<file path="src/inc/csbe_pkg.sv">
package csbe_pkg;

  // Operations presented by the decoder
  typedef enum logic [4:0] {
    OP_NOP, OP_ST_ZINC, OP_ST_ZDEC, OP_ST_ZDISP, OP_STORE_DIRECT,
    OP_PML_R0, OP_PML, OP_PML_INC, OP_PROGRAM_MEM_STORE,
    OP_PORT_IN, OP_PORT_OUT, OP_PUSH, OP_POP,
    OP_IO_BIT_SET, OP_IO_BIT_CLEAR,
    OP_LOGIC_SHIFT_LEFT, OP_LOGIC_SHIFT_RIGHT, OP_ROTATE_LEFT_CARRY,
    OP_ROTATE_RIGHT_CARRY, OP_ARITH_SHIFT_RIGHT, OP_SWAP_NIBBLES,
    OP_FLAG_SET_GENERIC, OP_FLAG_CLEAR_GENERIC,
    OP_BIT_TO_TRANSFER_FLAG, OP_TRANSFER_FLAG_TO_BIT,
    OP_SLEEP, OP_WATCHDOG_RESTART, OP_BREAK
  } csbe_op_t;

  typedef enum logic [2:0] {
    ST_IDLE, ST_EX2, ST_EX3, ST_PMW, ST_BRK
  } csbe_state_t;

  // Status flag positions
  localparam int FLG_C = 0;
  localparam int FLG_Z = 1;
  localparam int FLG_N = 2;
  localparam int FLG_V = 3;
  localparam int FLG_S = 4;
  localparam int FLG_H = 5;
  localparam int FLG_T = 6;
  localparam int FLG_I = 7;

  // Register file indices
  localparam logic [4:0] REG_R0 = 5'h00;
  localparam logic [4:0] REG_R1 = 5'h01;
  localparam logic [4:0] REG_ZL = 5'h1e;
  localparam logic [4:0] REG_ZH = 5'h1f;

  localparam int DISP_W = 6;
  localparam int IO_W   = 6;

  // APB register byte offsets
  localparam logic [7:0] OFS_CTRL   = 8'h00;
  localparam logic [7:0] OFS_FLAGS  = 8'h04;
  localparam logic [7:0] OFS_SP     = 8'h08;
  localparam logic [7:0] OFS_ZPTR   = 8'h0c;
  localparam logic [7:0] OFS_STATE  = 8'h10;
  localparam int         CTRL_RUN   = 0;
  localparam int         CTRL_DBG   = 1;
  localparam logic [1:0] CTRL_RESET = 2'h1;
  localparam logic [7:0] FLAGS_RESET = 8'h00;

endpackage

</file>
<file path="src/hw/csbe_exec.sv">
`timescale 1ns/1ps
`default_nettype none
module csbe_exec #(
  parameter int              AW       = 16,
  parameter logic [15:0]     SP_RESET = 16'h045f
) (
  input  wire logic              i_mclk,
  input  wire logic              i_reset_n,
  // Instruction handshake
  input  wire logic              i_op_valid,
  input  wire csbe_pkg::csbe_op_t i_op,
  input  wire logic [4:0]        i_reg,
  input  wire logic [2:0]        i_bit,
  input  wire logic [15:0]       i_imm,
  output logic                   o_op_ready,
  output logic                   o_op_done,
  // Data memory
  output logic [15:0]            o_dm_addr,
  output logic                   o_dm_we,
  output logic                   o_dm_re,
  output logic [7:0]             o_dm_wdata,
  input  wire logic [7:0]        i_dm_rdata,
  // Program memory, word addressed
  output logic [14:0]            o_pm_addr,
  output logic                   o_pm_re,
  output logic                   o_pm_we,
  output logic [15:0]            o_pm_wdata,
  input  wire logic [15:0]       i_pm_rdata,
  input  wire logic              i_pm_done,
  // I/O space
  output logic [5:0]             o_io_addr,
  output logic                   o_io_re,
  output logic                   o_io_we,
  output logic [7:0]             o_io_wdata,
  input  wire logic [7:0]        i_io_rdata,
  // Control side
  output logic                   o_sleep_req,
  output logic                   o_wdt_restart,
  output logic                   o_debug_halt,
  input  wire logic              i_debug_resume,
  // APB slave
  input  wire logic              psel,
  input  wire logic              penable,
  input  wire logic              pwrite,
  input  wire logic [7:0]        paddr,
  input  wire logic [31:0]       pwdata,
  output logic                   pready,
  output logic                   pslverr,
  output logic [31:0]            prdata
);

  if (AW != 16) begin : g_aw_check
    $error("csbe_exec: only a 16-bit data address is supported");
  end

  // Architectural state
  logic [7:0]            rf_q [32];
  logic [7:0]            flags_q;
  logic [15:0]           sp_q;
  logic [1:0]            ctrl_q;
  csbe_pkg::csbe_state_t state_q;
  csbe_pkg::csbe_op_t    op_q;
  logic [4:0]            reg_q;
  logic [15:0]           addr_q;
  logic [7:0]            data_q;
  logic [15:0]           pmw_q;
  logic [31:0]           prdata_q;

  // Shift and bit results: {carry out, value}
  function automatic logic [8:0] alu_calc(input csbe_pkg::csbe_op_t op,
                                          input logic [7:0] v,
                                          input logic c,
                                          input logic t,
                                          input logic [2:0] b);
    logic [7:0] r;
    r = v;
    unique case (op)
      csbe_pkg::OP_LOGIC_SHIFT_LEFT:   return {v[7], v[6:0], 1'b0};
      csbe_pkg::OP_LOGIC_SHIFT_RIGHT:  return {v[0], 1'b0, v[7:1]};
      csbe_pkg::OP_ARITH_SHIFT_RIGHT:  return {v[0], v[7], v[7:1]};
      csbe_pkg::OP_ROTATE_LEFT_CARRY:  return {v[7], v[6:0], c};
      csbe_pkg::OP_ROTATE_RIGHT_CARRY: return {v[0], c, v[7:1]};
      csbe_pkg::OP_SWAP_NIBBLES:       return {c, v[3:0], v[7:4]};
      csbe_pkg::OP_TRANSFER_FLAG_TO_BIT: begin
        r[b] = t;
        return {c, r};
      end
      default:                         return {c, v};
    endcase
  endfunction

  // Operation classes
  function automatic logic is_shift(input csbe_pkg::csbe_op_t op);
    return op inside {csbe_pkg::OP_LOGIC_SHIFT_LEFT,
                      csbe_pkg::OP_LOGIC_SHIFT_RIGHT,
                      csbe_pkg::OP_ROTATE_LEFT_CARRY,
                      csbe_pkg::OP_ROTATE_RIGHT_CARRY,
                      csbe_pkg::OP_ARITH_SHIFT_RIGHT};
  endfunction

  function automatic logic is_pml(input csbe_pkg::csbe_op_t op);
    return op inside {csbe_pkg::OP_PML_R0, csbe_pkg::OP_PML,
                      csbe_pkg::OP_PML_INC};
  endfunction

  function automatic logic is_dm_write(input csbe_pkg::csbe_op_t op);
    return op inside {csbe_pkg::OP_ST_ZINC, csbe_pkg::OP_ST_ZDEC,
                      csbe_pkg::OP_ST_ZDISP, csbe_pkg::OP_STORE_DIRECT,
                      csbe_pkg::OP_PUSH};
  endfunction

  function automatic logic is_iobit(input csbe_pkg::csbe_op_t op);
    return op inside {csbe_pkg::OP_IO_BIT_SET, csbe_pkg::OP_IO_BIT_CLEAR};
  endfunction

  // Operand fetch and acceptance
  wire logic [15:0] z_ptr   = {rf_q[csbe_pkg::REG_ZH], rf_q[csbe_pkg::REG_ZL]};
  wire logic [7:0]  src_val = rf_q[i_reg];
  wire logic        idle    = state_q == csbe_pkg::ST_IDLE;
  wire logic        run_en  = ctrl_q[csbe_pkg::CTRL_RUN];
  wire logic        accept  = idle && run_en && i_op_valid;
  wire logic        brk_act = accept && i_op == csbe_pkg::OP_BREAK
                              && ctrl_q[csbe_pkg::CTRL_DBG];
  wire logic [8:0]  alu_out = alu_calc(i_op, src_val, flags_q[csbe_pkg::FLG_C],
                                       flags_q[csbe_pkg::FLG_T], i_bit);
  wire logic [7:0]  bit_msk = 8'h01 << i_bit;
  wire logic [15:0] z_disp  = z_ptr + {10'h000, i_imm[csbe_pkg::DISP_W-1:0]};

  // Address latched for the later cycles of a multi-cycle op
  logic [15:0] addr_d;
  always_comb begin
    unique case (i_op)
      csbe_pkg::OP_ST_ZDEC:      addr_d = z_ptr - 16'h0001;
      csbe_pkg::OP_ST_ZDISP:     addr_d = z_disp;
      csbe_pkg::OP_STORE_DIRECT: addr_d = i_imm;
      csbe_pkg::OP_PUSH:         addr_d = sp_q;
      csbe_pkg::OP_POP:          addr_d = sp_q + 16'h0001;
      csbe_pkg::OP_IO_BIT_SET,
      csbe_pkg::OP_IO_BIT_CLEAR: addr_d = {10'h000, i_imm[csbe_pkg::IO_W-1:0]};
      default:                   addr_d = z_ptr;
    endcase
  end

  // Read-modify-write value for the I/O bit ops
  wire logic [7:0] data_d = (i_op == csbe_pkg::OP_IO_BIT_SET)
                            ? (i_io_rdata | bit_msk)
                            : (i_op == csbe_pkg::OP_IO_BIT_CLEAR)
                            ? (i_io_rdata & ~bit_msk)
                            : src_val;

  // Pointer updates at acceptance
  wire logic        z_we = accept && (i_op == csbe_pkg::OP_ST_ZINC
                                   || i_op == csbe_pkg::OP_PML_INC
                                   || i_op == csbe_pkg::OP_ST_ZDEC);
  wire logic [15:0] z_d  = (i_op == csbe_pkg::OP_ST_ZDEC)
                           ? z_ptr - 16'h0001
                           : z_ptr + 16'h0001;

  // General register write port
  wire logic wr_alu  = accept && (is_shift(i_op)
                         || i_op == csbe_pkg::OP_SWAP_NIBBLES
                         || i_op == csbe_pkg::OP_TRANSFER_FLAG_TO_BIT);
  wire logic wr_in   = accept && i_op == csbe_pkg::OP_PORT_IN;
  wire logic wr_pop  = state_q == csbe_pkg::ST_EX2
                       && op_q == csbe_pkg::OP_POP;
  wire logic wr_pml  = state_q == csbe_pkg::ST_EX3;
  wire logic        rf_we    = wr_alu || wr_in || wr_pop || wr_pml;
  wire logic [4:0]  rf_waddr = (wr_pop || wr_pml) ? reg_q : i_reg;
  wire logic [7:0]  pm_byte  = addr_q[0] ? i_pm_rdata[15:8] : i_pm_rdata[7:0];
  wire logic [7:0]  rf_wdata = wr_pml ? pm_byte
                             : wr_pop ? i_dm_rdata
                             : wr_in  ? i_io_rdata
                             : alu_out[7:0];

  // Bus outputs; strobes stand only in the access cycle, o_pm_we until i_pm_done
  wire logic ex2 = state_q == csbe_pkg::ST_EX2;
  assign o_dm_addr  = addr_q;
  assign o_dm_wdata = data_q;
  assign o_dm_we    = ex2 && is_dm_write(op_q);
  assign o_dm_re    = ex2 && op_q == csbe_pkg::OP_POP;
  assign o_pm_addr  = addr_q[15:1];
  assign o_pm_re    = ex2 && is_pml(op_q);
  assign o_pm_we    = state_q == csbe_pkg::ST_PMW;
  assign o_pm_wdata = pmw_q;
  assign o_io_re    = accept && (i_op == csbe_pkg::OP_PORT_IN
                                 || is_iobit(i_op));
  assign o_io_we    = (accept && i_op == csbe_pkg::OP_PORT_OUT)
                      || (ex2 && is_iobit(op_q));
  assign o_io_addr  = ex2 ? addr_q[5:0] : i_imm[csbe_pkg::IO_W-1:0];
  assign o_io_wdata = ex2 ? data_q : src_val;
  assign o_sleep_req   = accept && i_op == csbe_pkg::OP_SLEEP;
  assign o_wdt_restart = accept && i_op == csbe_pkg::OP_WATCHDOG_RESTART;
  assign o_debug_halt  = state_q == csbe_pkg::ST_BRK;
  assign o_op_ready    = idle && run_en;

  // Retirement pulse on the last cycle of every op
  wire logic one_cyc = !(is_dm_write(i_op) || is_pml(i_op) || is_iobit(i_op)
                         || i_op == csbe_pkg::OP_POP
                         || i_op == csbe_pkg::OP_PROGRAM_MEM_STORE || brk_act);
  assign o_op_done = (accept && one_cyc) || (ex2 && !is_pml(op_q)) || wr_pml
                     || (o_pm_we && i_pm_done)
                     || (o_debug_halt && i_debug_resume);

  // Sequencer: 2-cycle ops pass EX2, program memory loads add EX3
  csbe_pkg::csbe_state_t state_d;
  always_comb begin
    state_d = state_q;
    unique case (state_q)
      csbe_pkg::ST_IDLE: begin
        if (accept && !one_cyc) begin
          if (i_op == csbe_pkg::OP_PROGRAM_MEM_STORE) begin
            state_d = csbe_pkg::ST_PMW;
          end else if (brk_act) begin
            state_d = csbe_pkg::ST_BRK;
          end else begin
            state_d = csbe_pkg::ST_EX2;
          end
        end
      end
      csbe_pkg::ST_EX2: begin
        state_d = is_pml(op_q) ? csbe_pkg::ST_EX3 : csbe_pkg::ST_IDLE;
      end
      csbe_pkg::ST_EX3: state_d = csbe_pkg::ST_IDLE;
      csbe_pkg::ST_PMW: begin
        if (i_pm_done) begin
          state_d = csbe_pkg::ST_IDLE;
        end
      end
      csbe_pkg::ST_BRK: begin
        if (i_debug_resume) begin
          state_d = csbe_pkg::ST_IDLE;
        end
      end
      default: state_d = csbe_pkg::ST_IDLE;
    endcase
  end

  always_ff @(posedge i_mclk or negedge i_reset_n) begin
    if (!i_reset_n) begin
      state_q <= csbe_pkg::ST_IDLE;
    end else begin
      state_q <= state_d;
    end
  end

  // Operand latches for later cycles
  always_ff @(posedge i_mclk or negedge i_reset_n) begin
    if (!i_reset_n) begin
      op_q   <= csbe_pkg::OP_NOP;
      reg_q  <= 5'h00;
      addr_q <= 16'h0000;
      data_q <= 8'h00;
      pmw_q  <= 16'h0000;
    end else if (accept) begin
      op_q   <= i_op;
      reg_q  <= (i_op == csbe_pkg::OP_PML_R0) ? csbe_pkg::REG_R0 : i_reg;
      addr_q <= addr_d;
      data_q <= data_d;
      pmw_q  <= {rf_q[csbe_pkg::REG_R1], rf_q[csbe_pkg::REG_R0]};
    end
  end

  // Register file; Z update then data write, never on the same entry
  always_ff @(posedge i_mclk or negedge i_reset_n) begin
    if (!i_reset_n) begin
      for (int i = 0; i < 32; i++) begin
        rf_q[i] <= 8'h00;
      end
    end else begin
      if (z_we) begin
        rf_q[csbe_pkg::REG_ZL] <= z_d[7:0];
        rf_q[csbe_pkg::REG_ZH] <= z_d[15:8];
      end
      if (rf_we) begin
        rf_q[rf_waddr] <= rf_wdata;
      end
    end
  end

  // Status flags; stores, loads, push and pop leave them alone
  logic [7:0] flags_d;
  always_comb begin
    flags_d = flags_q;
    if (accept && is_shift(i_op)) begin
      flags_d[csbe_pkg::FLG_C] = alu_out[8];
      flags_d[csbe_pkg::FLG_Z] = alu_out[7:0] == 8'h00;
      flags_d[csbe_pkg::FLG_N] = alu_out[7];
      flags_d[csbe_pkg::FLG_V] = alu_out[7] ^ alu_out[8];
    end
    if (accept && i_op == csbe_pkg::OP_FLAG_SET_GENERIC) begin
      flags_d[i_bit] = 1'b1;
    end
    if (accept && i_op == csbe_pkg::OP_FLAG_CLEAR_GENERIC) begin
      flags_d[i_bit] = 1'b0;
    end
    if (accept && i_op == csbe_pkg::OP_BIT_TO_TRANSFER_FLAG) begin
      flags_d[csbe_pkg::FLG_T] = src_val[i_bit];
    end
  end

  // APB decode; zero wait states, unmapped offsets answer with error
  wire logic apb_setup = psel && !penable;
  wire logic apb_wr    = psel && penable && pwrite;
  wire logic hit_ctrl  = paddr == csbe_pkg::OFS_CTRL;
  wire logic hit_flags = paddr == csbe_pkg::OFS_FLAGS;
  wire logic hit_sp    = paddr == csbe_pkg::OFS_SP;
  wire logic hit_zptr  = paddr == csbe_pkg::OFS_ZPTR;
  wire logic hit_state = paddr == csbe_pkg::OFS_STATE;
  wire logic hit_any   = hit_ctrl || hit_flags || hit_sp || hit_zptr
                         || hit_state;
  wire logic [31:0] rd_mux = hit_ctrl  ? {30'h0, ctrl_q}
                           : hit_flags ? {24'h0, flags_q}
                           : hit_sp    ? {16'h0, sp_q}
                           : hit_zptr  ? {16'h0, z_ptr}
                           : hit_state ? {29'h0, state_q}
                           : 32'h0;
  assign pready  = 1'b1;
  assign pslverr = psel && penable && !hit_any;
  assign prdata  = prdata_q;

  // Software writes land after the core's own update in the same cycle
  always_ff @(posedge i_mclk or negedge i_reset_n) begin
    if (!i_reset_n) begin
      ctrl_q   <= csbe_pkg::CTRL_RESET;
      flags_q  <= csbe_pkg::FLAGS_RESET;
      sp_q     <= SP_RESET;
      prdata_q <= 32'h0;
    end else begin
      flags_q <= flags_d;
      if (accept && i_op == csbe_pkg::OP_PUSH) begin
        sp_q <= sp_q - 16'h0001;
      end else if (accept && i_op == csbe_pkg::OP_POP) begin
        sp_q <= sp_q + 16'h0001;
      end
      if (apb_wr && hit_ctrl) begin
        ctrl_q <= pwdata[1:0];
      end
      if (apb_wr && hit_flags) begin
        flags_q <= pwdata[7:0];
      end
      if (apb_wr && hit_sp) begin
        sp_q <= pwdata[15:0];
      end
      if (apb_setup) begin
        prdata_q <= rd_mux;
      end
    end
  end

endmodule
`default_nettype wire

</file>
<file path="config.mk">
export PLATFORM = sky130hd
export DESIGN_NAME = csbe_exec
export DESIGN_NICKNAME = d
export VERILOG_FILES = /design/src/inc/csbe_pkg.sv /design/src/hw/csbe_exec.sv
export SDC_FILE = /design/constraint.sdc
export NUM_CORES = 1
export LEC_CHECK = 0
export BUFFER_PORTS_ARGS = -buffer_cell sky130_fd_sc_hd__buf_2
export CAP_MARGIN = 25
export CORE_MARGIN = 4
export CORE_UTILIZATION = 30
export DETAILED_ROUTE_END_ITERATION = 8
export SETUP_SLACK_MARGIN = 0.4
export SLEW_MARGIN = 40
export SYNTH_ARGS = -nofsm -noshare
export SYNTH_HDL_FRONTEND = slang
export SYNTH_SLANG_ARGS = --single-unit
export TNS_END_PERCENT = 5
</file>
<file path="constraint.sdc">
create_clock -name i_mclk -period 5.8 [get_ports i_mclk]
set_clock_uncertainty 0.15 [all_clocks]
set_input_delay 0.87 -clock i_mclk [delete_from_list [all_inputs] [get_ports i_mclk]]
set_output_delay 0.87 -clock i_mclk [all_outputs]
set_load 0.01 [all_outputs]
</file>
==> results.json, run 1 <==
{
  "multi_input_area_um2": 10640,
  "tightestPinTransition_ps": 859.5,
  "p_sw_share_pct": 32.63,
  "die-area_um2": 72540,
  "rsz0062_at_grt": "false",
  "die_h_um": 269.3,
  "synth_cell_types": 92,
  "die_w_um": 269.3,
  "final_cell_mix": "nand2_1, dfrtp_1, buf_2",
  "fin_crit_sh_pct": 76.38,
  "fin_crit_ps": 4430,
  "ctsResizeCount": 0,
  "portBuffers": 189,
  "final_nets": 2445,
  "grt_max_degree": 127,
  "post_cts_buffers": 0,
  "start_util_pct": 30.40,
  "synth_top_cell_by_area": "dfrtp_1",
  "p_leak_uw": 0.01077,
  "end_kind": "output port",
  "fin_tns_setup_ps": 0,
  "p_comb_share_pct": 22.6,
  "switchingPower_uw": 2419,
  "hold_buffers": 1,
  "path_cells": "buf_2 > clkinv_1 > mux2i_1 > o22ai_1 > a211oi_2 > buf_4 > a21oi_1 > buf_2",
  "critPathMaxFanout": 18,
  "antenna_found_initial": 3,
  "mostFrequentLayoutCell": "nand2_1",
  "numCtsBuffers": 40,
  "async_reset_ff_share_pct": 100.0,
  "wl_per_cell_um": 20.90,
  "track_usage_pct": 17.98,
  "io_pins": 223,
  "cp.required_ps": 4780,
  "clockRootBuffer": "clkbuf_16",
  "synthCells": 2254,
  "synth-seq-area-share_pct": 42.92,
  "path_class": "input pin to output port",
  "wl_um": 67550,
  "cts_sinks": 351,
  "worst_path_most_repeated_cell": "buf_2",
  "pwr-share-clk_pct": 37.2,
  "slew_violations": 0,
  "htreeDepth": 2,
  "vias": 17225,
  "ys.flop_type": "dfrtp_1",
  "grt_pass1_wl_um": 103200,
  "dr.pass1.iters": 5,
  "synth.area.top_cells": "dfrtp_1, nand2_1, mux2i_1",
  "crit_arrival_ps": 3410,
  "crit_path_top_delay_cell": "clkinv_1",
  "power.density_nw_per_um2": 316.7,
  "fillerInstances": 6915,
  "globalplace.congestion": 0.9054,
  "max-cap-violations": 0,
  "netlist_area_um2": 20490,
  "regArea_um2": 8793,
  "hp-class": "flop to flop",
  "p_total_uw": 7415,
  "critPathMaxStageDelay_ps": 540,
  "dpl.hpwl_um": 47670,
  "core_area_um2": 67400,
  "status": "finished, final reports clean",
  "clk_latency_ps": 580,
  "ys_warn_count": 0,
  "avgSynthCellArea_um2": 9.090,
  "cts_tree": "done",
  "drt_first_iter_violations": 1723,
  "viasPerCell": 5.330,
  "seqPwrFrac_pct": 40.2,
  "gr-total-overflow": 0,
  "final-hold-violation-count": 0,
  "first_global_vias": 16484,
  "vdd_drop_max_mv": 0.2156,
  "synthToLayoutAreaGrowth_pct": 14.28,
  "slew_headroom_pct": 42.21,
  "drive_gt1_share_pct": 18.97,
  "route.detailed.drc": 0,
  "cp-start-kind": "input pin",
  "row_count": 95,
  "synth_edf_count": 0,
  "timing.fmax_mhz": 225.7,
  "path_clk_slew_ps": 60,
  "setup_violations": 0,
  "synth-seq-cells": 351,
  "yosysTopAreaCellShare_pct": 41.89,
  "clock_path_buffers": 3,
  "p_int_uw": 4995,
  "ant_nets": 0
}
## routing by layer
metal | global-route usage, % | share of wire, % | vias to the layer above
met5 | 0 | 0 | -
li1 | - | - | 8117
met2 | 29.94 | 48 | 574
met3 | 3.521 | 6.5 | 105
met1 | 23.98 | 43 | 8429
met4 | 4.965 | 2.5 | 0
## per-stage QoR
| step | instance area (um2) | util [%] | setup slack [ps] | instances | hold slack, ps |
|---|---|---|---|---|---|
| 2_1_floorplan | 20540 | - | 2366 | 2269 | 294.6 |
| 3_3_place_gp | 21840 | 32.40 | 1050 | 3152 | 305.0 |
| 3_5_place_dp | 21960 | 32.58 | 1179 | 3155 | 306.3 |
| 4_1_cts | 23400 | 34.73 | 1440 | 3229 | 321.6 |
| 5_1_grt | 23410 | 34.73 | 1244 | 3229 | 335.2 |
| 6_report | 23410 | 34.74 | 1370 | 3232 | 314.7 |
## flip-flops by register name, summed over array words and instances, names as in the netlist
register	flops
ctrl_q	2
flags_q	8
o_dm_addr	16
o_dm_wdata	8
o_pm_wdata	16
op_q	5
prdata	16
reg_q	5
rf_q	256
sp_q	16
state_q	3
## critical path: cells and delay by family
family,cells,cell delay (ps)
buf+inv,4,1400
compound gates,3,630
mux,1,500
## cell usage after synthesis (17+ instances only)
cell type / n
nand2_1: 439
dfrtp_1: 343
nor2_1: 152
o21ai_1: 145
clkbuf_1: 124
a21oi_1: 119
mux2i_1: 118
o21ai_0: 109
mux2_2: 62
nand3_1: 51
buf_4: 42
mux4_2: 37
a22oi_1: 33
buf_2: 30
nor3_1: 30
xor2_1: 27
xnor2_1: 25
and3_1: 23
inv_1: 22
nand4_1: 17
## final timing paths
kind | depth (start not counted) | end | slack, ps | startpoint
setup / recovery | 8 | o_io_wdata[0] | 1370 | i_reg[4]
hold / removal | 2 | o_pm_wdata[4] | 310 | o_pm_wdata[4]
setup reg to reg | 7 | rf_q[223] | 1820 | state_q[0]
hold reg to reg | 2 | o_pm_wdata[4] | 310 | o_pm_wdata[4]
max in group asynchronous | 4 | rf_q[73] | 3620 | i_reset_n
min in group asynchronous | 2 | prdata[13] | 580 | i_reset_n
## area by class of cell
cell class,count,share of cell area [%]
Clock inverter,16,1.069
Inverter,25,0.4008
Sequential cell,351,37.56
Multi-Input combinational cell,1680,45.46
Tap cell,873,4.665
Clock buffer,57,5.066
Timing Repair Buffer,227,5.750
Antenna cell,3,0.03206
## power groups by stage
stage | Clock, uW | Sequential, uW | Combinational, uW
floorplan | 0 | 2930 | 1130
global placement | 0 | 3010 | 1650
detailed placement | 0 | 3020 | 1680
CTS | 2810 | 2980 | 1690
global route | 2910 | 3010 | 1830
finish | 2760 | 2980 | 1680
## cells by family (layout without fill, tap and decap cells)
family / count (synthesis) / in the layout / synth area share, %
buf+inv: 238 / 325 / 5.753
compound gates: 560 / 560 / 16.73
flops: 351 / 351 / 42.92
mux: 226 / 226 / 13.73
simple gates: 813 / 813 / 17.85
other cells: 2 / 20 / 0.03665
xor+xnor: 52 / 52 / 2.223
fa+ha+maj: 12 / 12 / 0.7573
No activity file was read; power rests on OpenSTA's default activity.
==> run 2, diff against run 1 <==
==> constraint.sdc (replaced) <==
create_clock -name i_mclk -period 4.4 [get_ports i_mclk]
set_clock_uncertainty 0.15 [all_clocks]
set_input_delay 0.66 -clock i_mclk [delete_from_list [all_inputs] [get_ports i_mclk]]
set_output_delay 0.66 -clock i_mclk [all_outputs]
set_load 0.01 [all_outputs]
==> run 2 against run 1 <==
Utilization grew 0.65 points. Clock power increased by 27%. Die area unchanged. Critical path type unchanged. Critical endpoint unchanged. Highest routed layer unchanged.
==> results.json, run 2 (synthesis results as in run 1) <==
{
  "status": "finished, final reports clean",
  "timing.fmax_mhz": 256.0,
  "cts_sinks": 351,
  "final_core_util_pct": 35.39,
  "top_register": "rf_q",
  "die_h_um": 269.3,
  "final_cell_mix": "nand2_1, dfrtp_1, buf_2",
  "cp-start-kind": "input pin",
  "mostFrequentLayoutCell": "nand2_1",
  "p_leak_uw": 0.01105,
  "crit_arrival_ps": 3100,
  "dr.pass1.iters": 5,
  "dpl.cell_count": 3216,
  "wl_um": 68650,
  "portBuffers": 189,
  "first_global_vias": 17019,
  "cts_tree": "done",
  "vias": 17604,
  "final_nets": 2508,
  "wl_per_cell_um": 20.85,
  "die_w_um": 269.3,
  "vdd_drop_max_mv": 0.2497,
  "fin_tns_setup_ps": 0,
  "path_class": "input pin to output port",
  "gr-total-overflow": 0,
  "dpl.hpwl_um": 49390,
  "stdcell_count": 3292,
  "regArea_um2": 8793,
  "slew_violations": 0,
  "power.density_nw_per_um2": 409.0,
  "globalplace.congestion": 0.9135,
  "hp-class": "input pin to flop",
  "fillerInstances": 6967,
  "p_total_uw": 9755,
  "ant_nets": 0,
  "grt_pass1_wl_um": 106100,
  "final-hold-violation-count": 0,
  "slew_headroom_pct": 39.05,
  "row_count": 95,
  "multi_input_area_um2": 10610,
  "drt_first_iter_violations": 1624,
  "rsz0062_at_grt": "false",
  "die-area_um2": 72540,
  "fin_crit_ps": 3906,
  "grt_max_degree": 80,
  "clockRootBuffer": "clkbuf_16",
  "track_usage_pct": 18.50,
  "setup_violations": 0,
  "path_clk_slew_ps": 60,
  "route.detailed.drc": 0,
  "core_area_um2": 67400,
  "antenna_found_initial": 1,
  "numCtsBuffers": 40,
  "drive_gt1_share_pct": 20.93,
  "end_kind": "output port",
  "tightestPinTransition_ps": 910.1,
  "cp.required_ps": 3590,
  "critPathMaxFanout": 12,
  "viasPerCell": 5.348,
  "fin_crit_sh_pct": 88.77,
  "max-cap-violations": 0,
  "largest_reg_flops": 256,
  "htreeDepth": 2,
  "synthToLayoutAreaGrowth_pct": 16.40,
  "clock_path_buffers": 3,
  "start_util_pct": 30.40,
  "clk_latency_ps": 580,
  "io_pins": 223
}
==> run 2: changes by cell type in the layout (fill, tap and decap cells not counted), sizes merged <==
cell | before | now
buf | 226 | 289
bufinv | 5 | 3
clkinv | 10 | 9
clkinvlp | 2 | 3
diode | 3 | 1
inv | 24 | 25
==> run 2: routing by layer <==
layer / global-route usage (%) / share of wire [%] / vias to the layer above
li1: - / - / 8268
met1: 24.39 / 42 / 8628
met2: 31.29 / 48 / 601
met3: 3.467 / 6.7 / 107
met4: 5.075 / 2.6 / 0
met5: 0 / 0 / -
==> run 2: per-stage QoR <==
step	hold slack, ps	setup slack, ps	instance area (um2)
3_5_place_dp	306.8	286.5	22450
4_1_cts	136.4	486.8	23840
6_report	172.1	494.0	23850
2_1_floorplan	214.4	1176	20540
5_1_grt	151.4	427.7	23850
3_3_place_gp	305.2	300.6	22410
==> run 2: worst max-delay path: stages <==
cell	delay [ps]
buf_4	240
buf_4	320
mux4_2	560
mux2i_1	370
o22ai_1	170
a211oi_2	210
buf_4	170
buf_4	140
a21oi_1	70
buf_2	170
==> run 2: layout make-up <==
type	instances	share of cell area, %
Multi-Input combinational cell	1680	44.49
Sequential cell	351	36.87
Timing Repair Buffer	290	7.932
Clock buffer	57	4.932
Tap cell	873	4.580
Clock inverter	15	0.7869
Inverter	25	0.3935
Antenna cell	1	0.01049
==> run 2: worst paths after layout <==
path,start,end,slack (ps),cells after the start
min reg2reg,o_pm_wdata[10],o_pm_wdata[10],320,2
max reg2reg,state_q[2],rf_q[7],580,9
min in group asynchronous,i_reset_n,prdata[13],420,2
max in group asynchronous,i_reset_n,ctrl_q[0],2560,4
max,i_reg[1],o_io_wdata[0],490,10
min,i_debug_resume,state_q[2],170,2
==> run 2: power breakdown <==
group	switching (uW)	internal [uW]	leakage [uW]
logic	1450	875	0.00575
clock network	1450	2050	0.000668
registers	302	3630	0.00464
==> run 2: what timing repair did <==
item,CTS,global route
buffers inserted,2,0
pin swaps,1,0
hold endpoints to repair,37,0
setup endpoints to repair,1,1
gates resized for setup,0,1
hold buffers,1,0
==> run 3, diff against run 2 <==
--- a/config.mk
+++ b/config.mk
@@ -10,6 +10,7 @@
 export CORE_MARGIN = 4
 export CORE_UTILIZATION = 30
 export DETAILED_ROUTE_END_ITERATION = 8
+export RECOVER_POWER = 25
 export SETUP_SLACK_MARGIN = 0.4
 export SLEW_MARGIN = 40
 export SYNTH_ARGS = -nofsm -noshare
==> run 3 against run 2 <==
The run now ends with capacitance limit, slew limit left. Routed wire length is essentially flat. Hold slack is essentially flat. Utilization is essentially flat. Non-clock buffer count is the same. Clock power is essentially flat. Die area is the same. Combinational power is essentially flat. Sequential share of layout area is essentially flat. Largest cell class unchanged. Largest power group unchanged.
==> results.json, run 3 (synthesis results as in run 1) <==
{
  "wl_per_cell_um": 20.85,
  "top_register": "rf_q",
  "p_int_uw": 6557,
  "max-cap-violations": 1,
  "synthToLayoutAreaGrowth_pct": 16.34,
  "die-area_um2": 72540,
  "vdd_drop_max_mv": 0.2497,
  "p_leak_uw": 0.01105,
  "setup_violations": 0,
  "cp.depth": 10,
  "critPathMaxStageDelay_ps": 560,
  "pwr-share-clk_pct": 35.9,
  "die_h_um": 269.3,
  "end_kind": "output port",
  "violations": "capacitance limit, slew limit",
  "p_total_uw": 9753,
  "io_pins": 223,
  "postPlaceCellArea_um2": 22450,
  "fin_crit_ps": 3906,
  "path_cells": "buf_4 > buf_4 > mux4_2 > mux2i_1 > o22ai_1 > a211oi_2 > buf_4 > buf_4 > a21oi_1 > buf_2",
  "slew_violations": 41,
  "path_class": "input pin to output port",
  "wl_met2_um": 33310,
  "slew_headroom_pct": -79.58,
  "mostFrequentLayoutCell": "nand2_1",
  "crit_family": "buffers and inverters",
  "multi_input_area_um2": 10610,
  "critPathMaxFanout": 12,
  "dr.pass1.iters": 5,
  "cp.required_ps": 3590,
  "drive_gt1_share_pct": 20.89,
  "cts_tree": "done",
  "final_cell_mix": "nand2_1, dfrtp_1, buf_2",
  "grt_pass1_wl_um": 106100,
  "dpl.hpwl_um": 49390,
  "drt_first_iter_violations": 1624,
  "pre_cts_ws_ps": 286.5,
  "numCtsBuffers": 40,
  "start_util_pct": 30.40,
  "portBuffers": 189,
  "track_usage_pct": 18.50,
  "timing.fmax_mhz": 256.0,
  "final-hold-violation-count": 0,
  "crit_arrival_ps": 3100,
  "clock_path_buffers": 3,
  "wl_met1_um": 29050,
  "fin_crit_sh_pct": 88.78,
  "vias": 17581,
  "core_area_um2": 67400,
  "topRoutingLayerUsed": "met4",
  "fillerInstances": 6970,
  "row_count": 95,
  "regArea_um2": 8793,
  "path_buf_inv": 5,
  "route.detailed.drc": 0,
  "power.density_nw_per_um2": 409.2,
  "fin_tns_setup_ps": 0,
  "clk_latency_ps": 580,
  "layout_setup_ws_ps": 493.7,
  "p_comb_share_pct": 23.8,
  "fin_area_um2": 23840,
  "cp-start-kind": "input pin",
  "hold-path-cell-count": 2,
  "hp-class": "input pin to flop",
  "tightestPinTransition_ps": 2694,
  "ant_nets": 0,
  "first_global_vias": 17019,
  "route.met3.wl_um": 4532,
  "wl_um": 68640,
  "die_w_um": 269.3,
  "htreeDepth": 2,
  "p_sw_share_pct": 32.77,
  "viasPerCell": 5.341,
  "worst_path_most_repeated_cell": "buf_4",
  "largest_reg_flops": 256,
  "antenna_found_initial": 1,
  "grt_max_degree": 80,
  "rsz0062_at_grt": "false",
  "cts_sinks": 351,
  "status": "complete, but fails checks",
  "rr_worst_depth": 9,
  "seqPwrFrac_pct": 40.3,
  "hold_slack_ps": 172.1,
  "globalplace.congestion": 0.9135,
  "switchingPower_uw": 3196,
  "path_clk_slew_ps": 60,
  "final_nets": 2508,
  "clockRootBuffer": "clkbuf_16",
  "crit_path_top_delay_cell": "mux4_2",
  "gr-total-overflow": 0
}
-- run 3: changes by cell type in the layout (fill, tap and decap cells not counted), sizes merged --
cell	delta
buf	-2
clkbuf	+2
-- run 3: final timing paths --
kind                                start  slack (ps)             end
setup reg to reg               state_q[2]         580         rf_q[7]
max in group asynchronous       i_reset_n        1020       ctrl_q[0]
min in group asynchronous       i_reset_n        1330      prdata[13]
setup / recovery                 i_reg[1]         490   o_io_wdata[0]
hold / removal             i_debug_resume         170      state_q[2]
hold reg to reg            o_pm_wdata[10]         320  o_pm_wdata[10]
-- run 3: timing repair --
action                     CTS  global route
pin swaps                    1             0
hold buffers                 1             0
hold endpoints to repair    37             0
setup buffers                2             0
resized for setup            0             1
setup endpoints to repair    1             1
-- run 3: power by group through the flow --
stage	sequential (uW)	clock, uW	combinational, uW
floorplan	3870	0	1490
global placement	3970	0	2300
detailed placement	3980	0	2330
CTS	3930	3580	2350
global route	3980	3720	2550
finish	3930	3500	2320
-- run 3: routing by layer --
| layer | vias up | track usage [%] |
|---|---|---|
| met5 | - | 0 |
| met4 | 0 | 5.075 |
| met3 | 105 | 3.467 |
| met2 | 586 | 31.29 |
| met1 | 8623 | 24.39 |
| li1 | 8267 | - |
-- run 3: layout make-up --
class                   count  share of cell area (%)
diodes                      1                 0.01050
clock buffers              57                   4.934
clock inverters            15                  0.7874
inverters                  25                  0.3937
multi-input cells        1680                   44.52
flip-flops and latches    351                   36.89
well taps                 873                   4.583
repair buffers            290                   7.879
-- run 3: through the flow --
| stage | utilization, % | std cells |
|---|---|---|
| after floorplan | - | 2269 |
| after global placement | 33.25 | 3215 |
| after detailed placement | 33.31 | 3216 |
| after CTS | 35.37 | 3291 |
| after global routing | 35.36 | 3291 |
| final | 35.37 | 3292 |
-- run 3: worst reg2reg max path, delay by kind of cell (launching register included) --
kind	cells	cell delay [ps]
buf+inv	1	240
simple gates	5	1720
flops	1	560
mux	1	380
compound gates	2	650
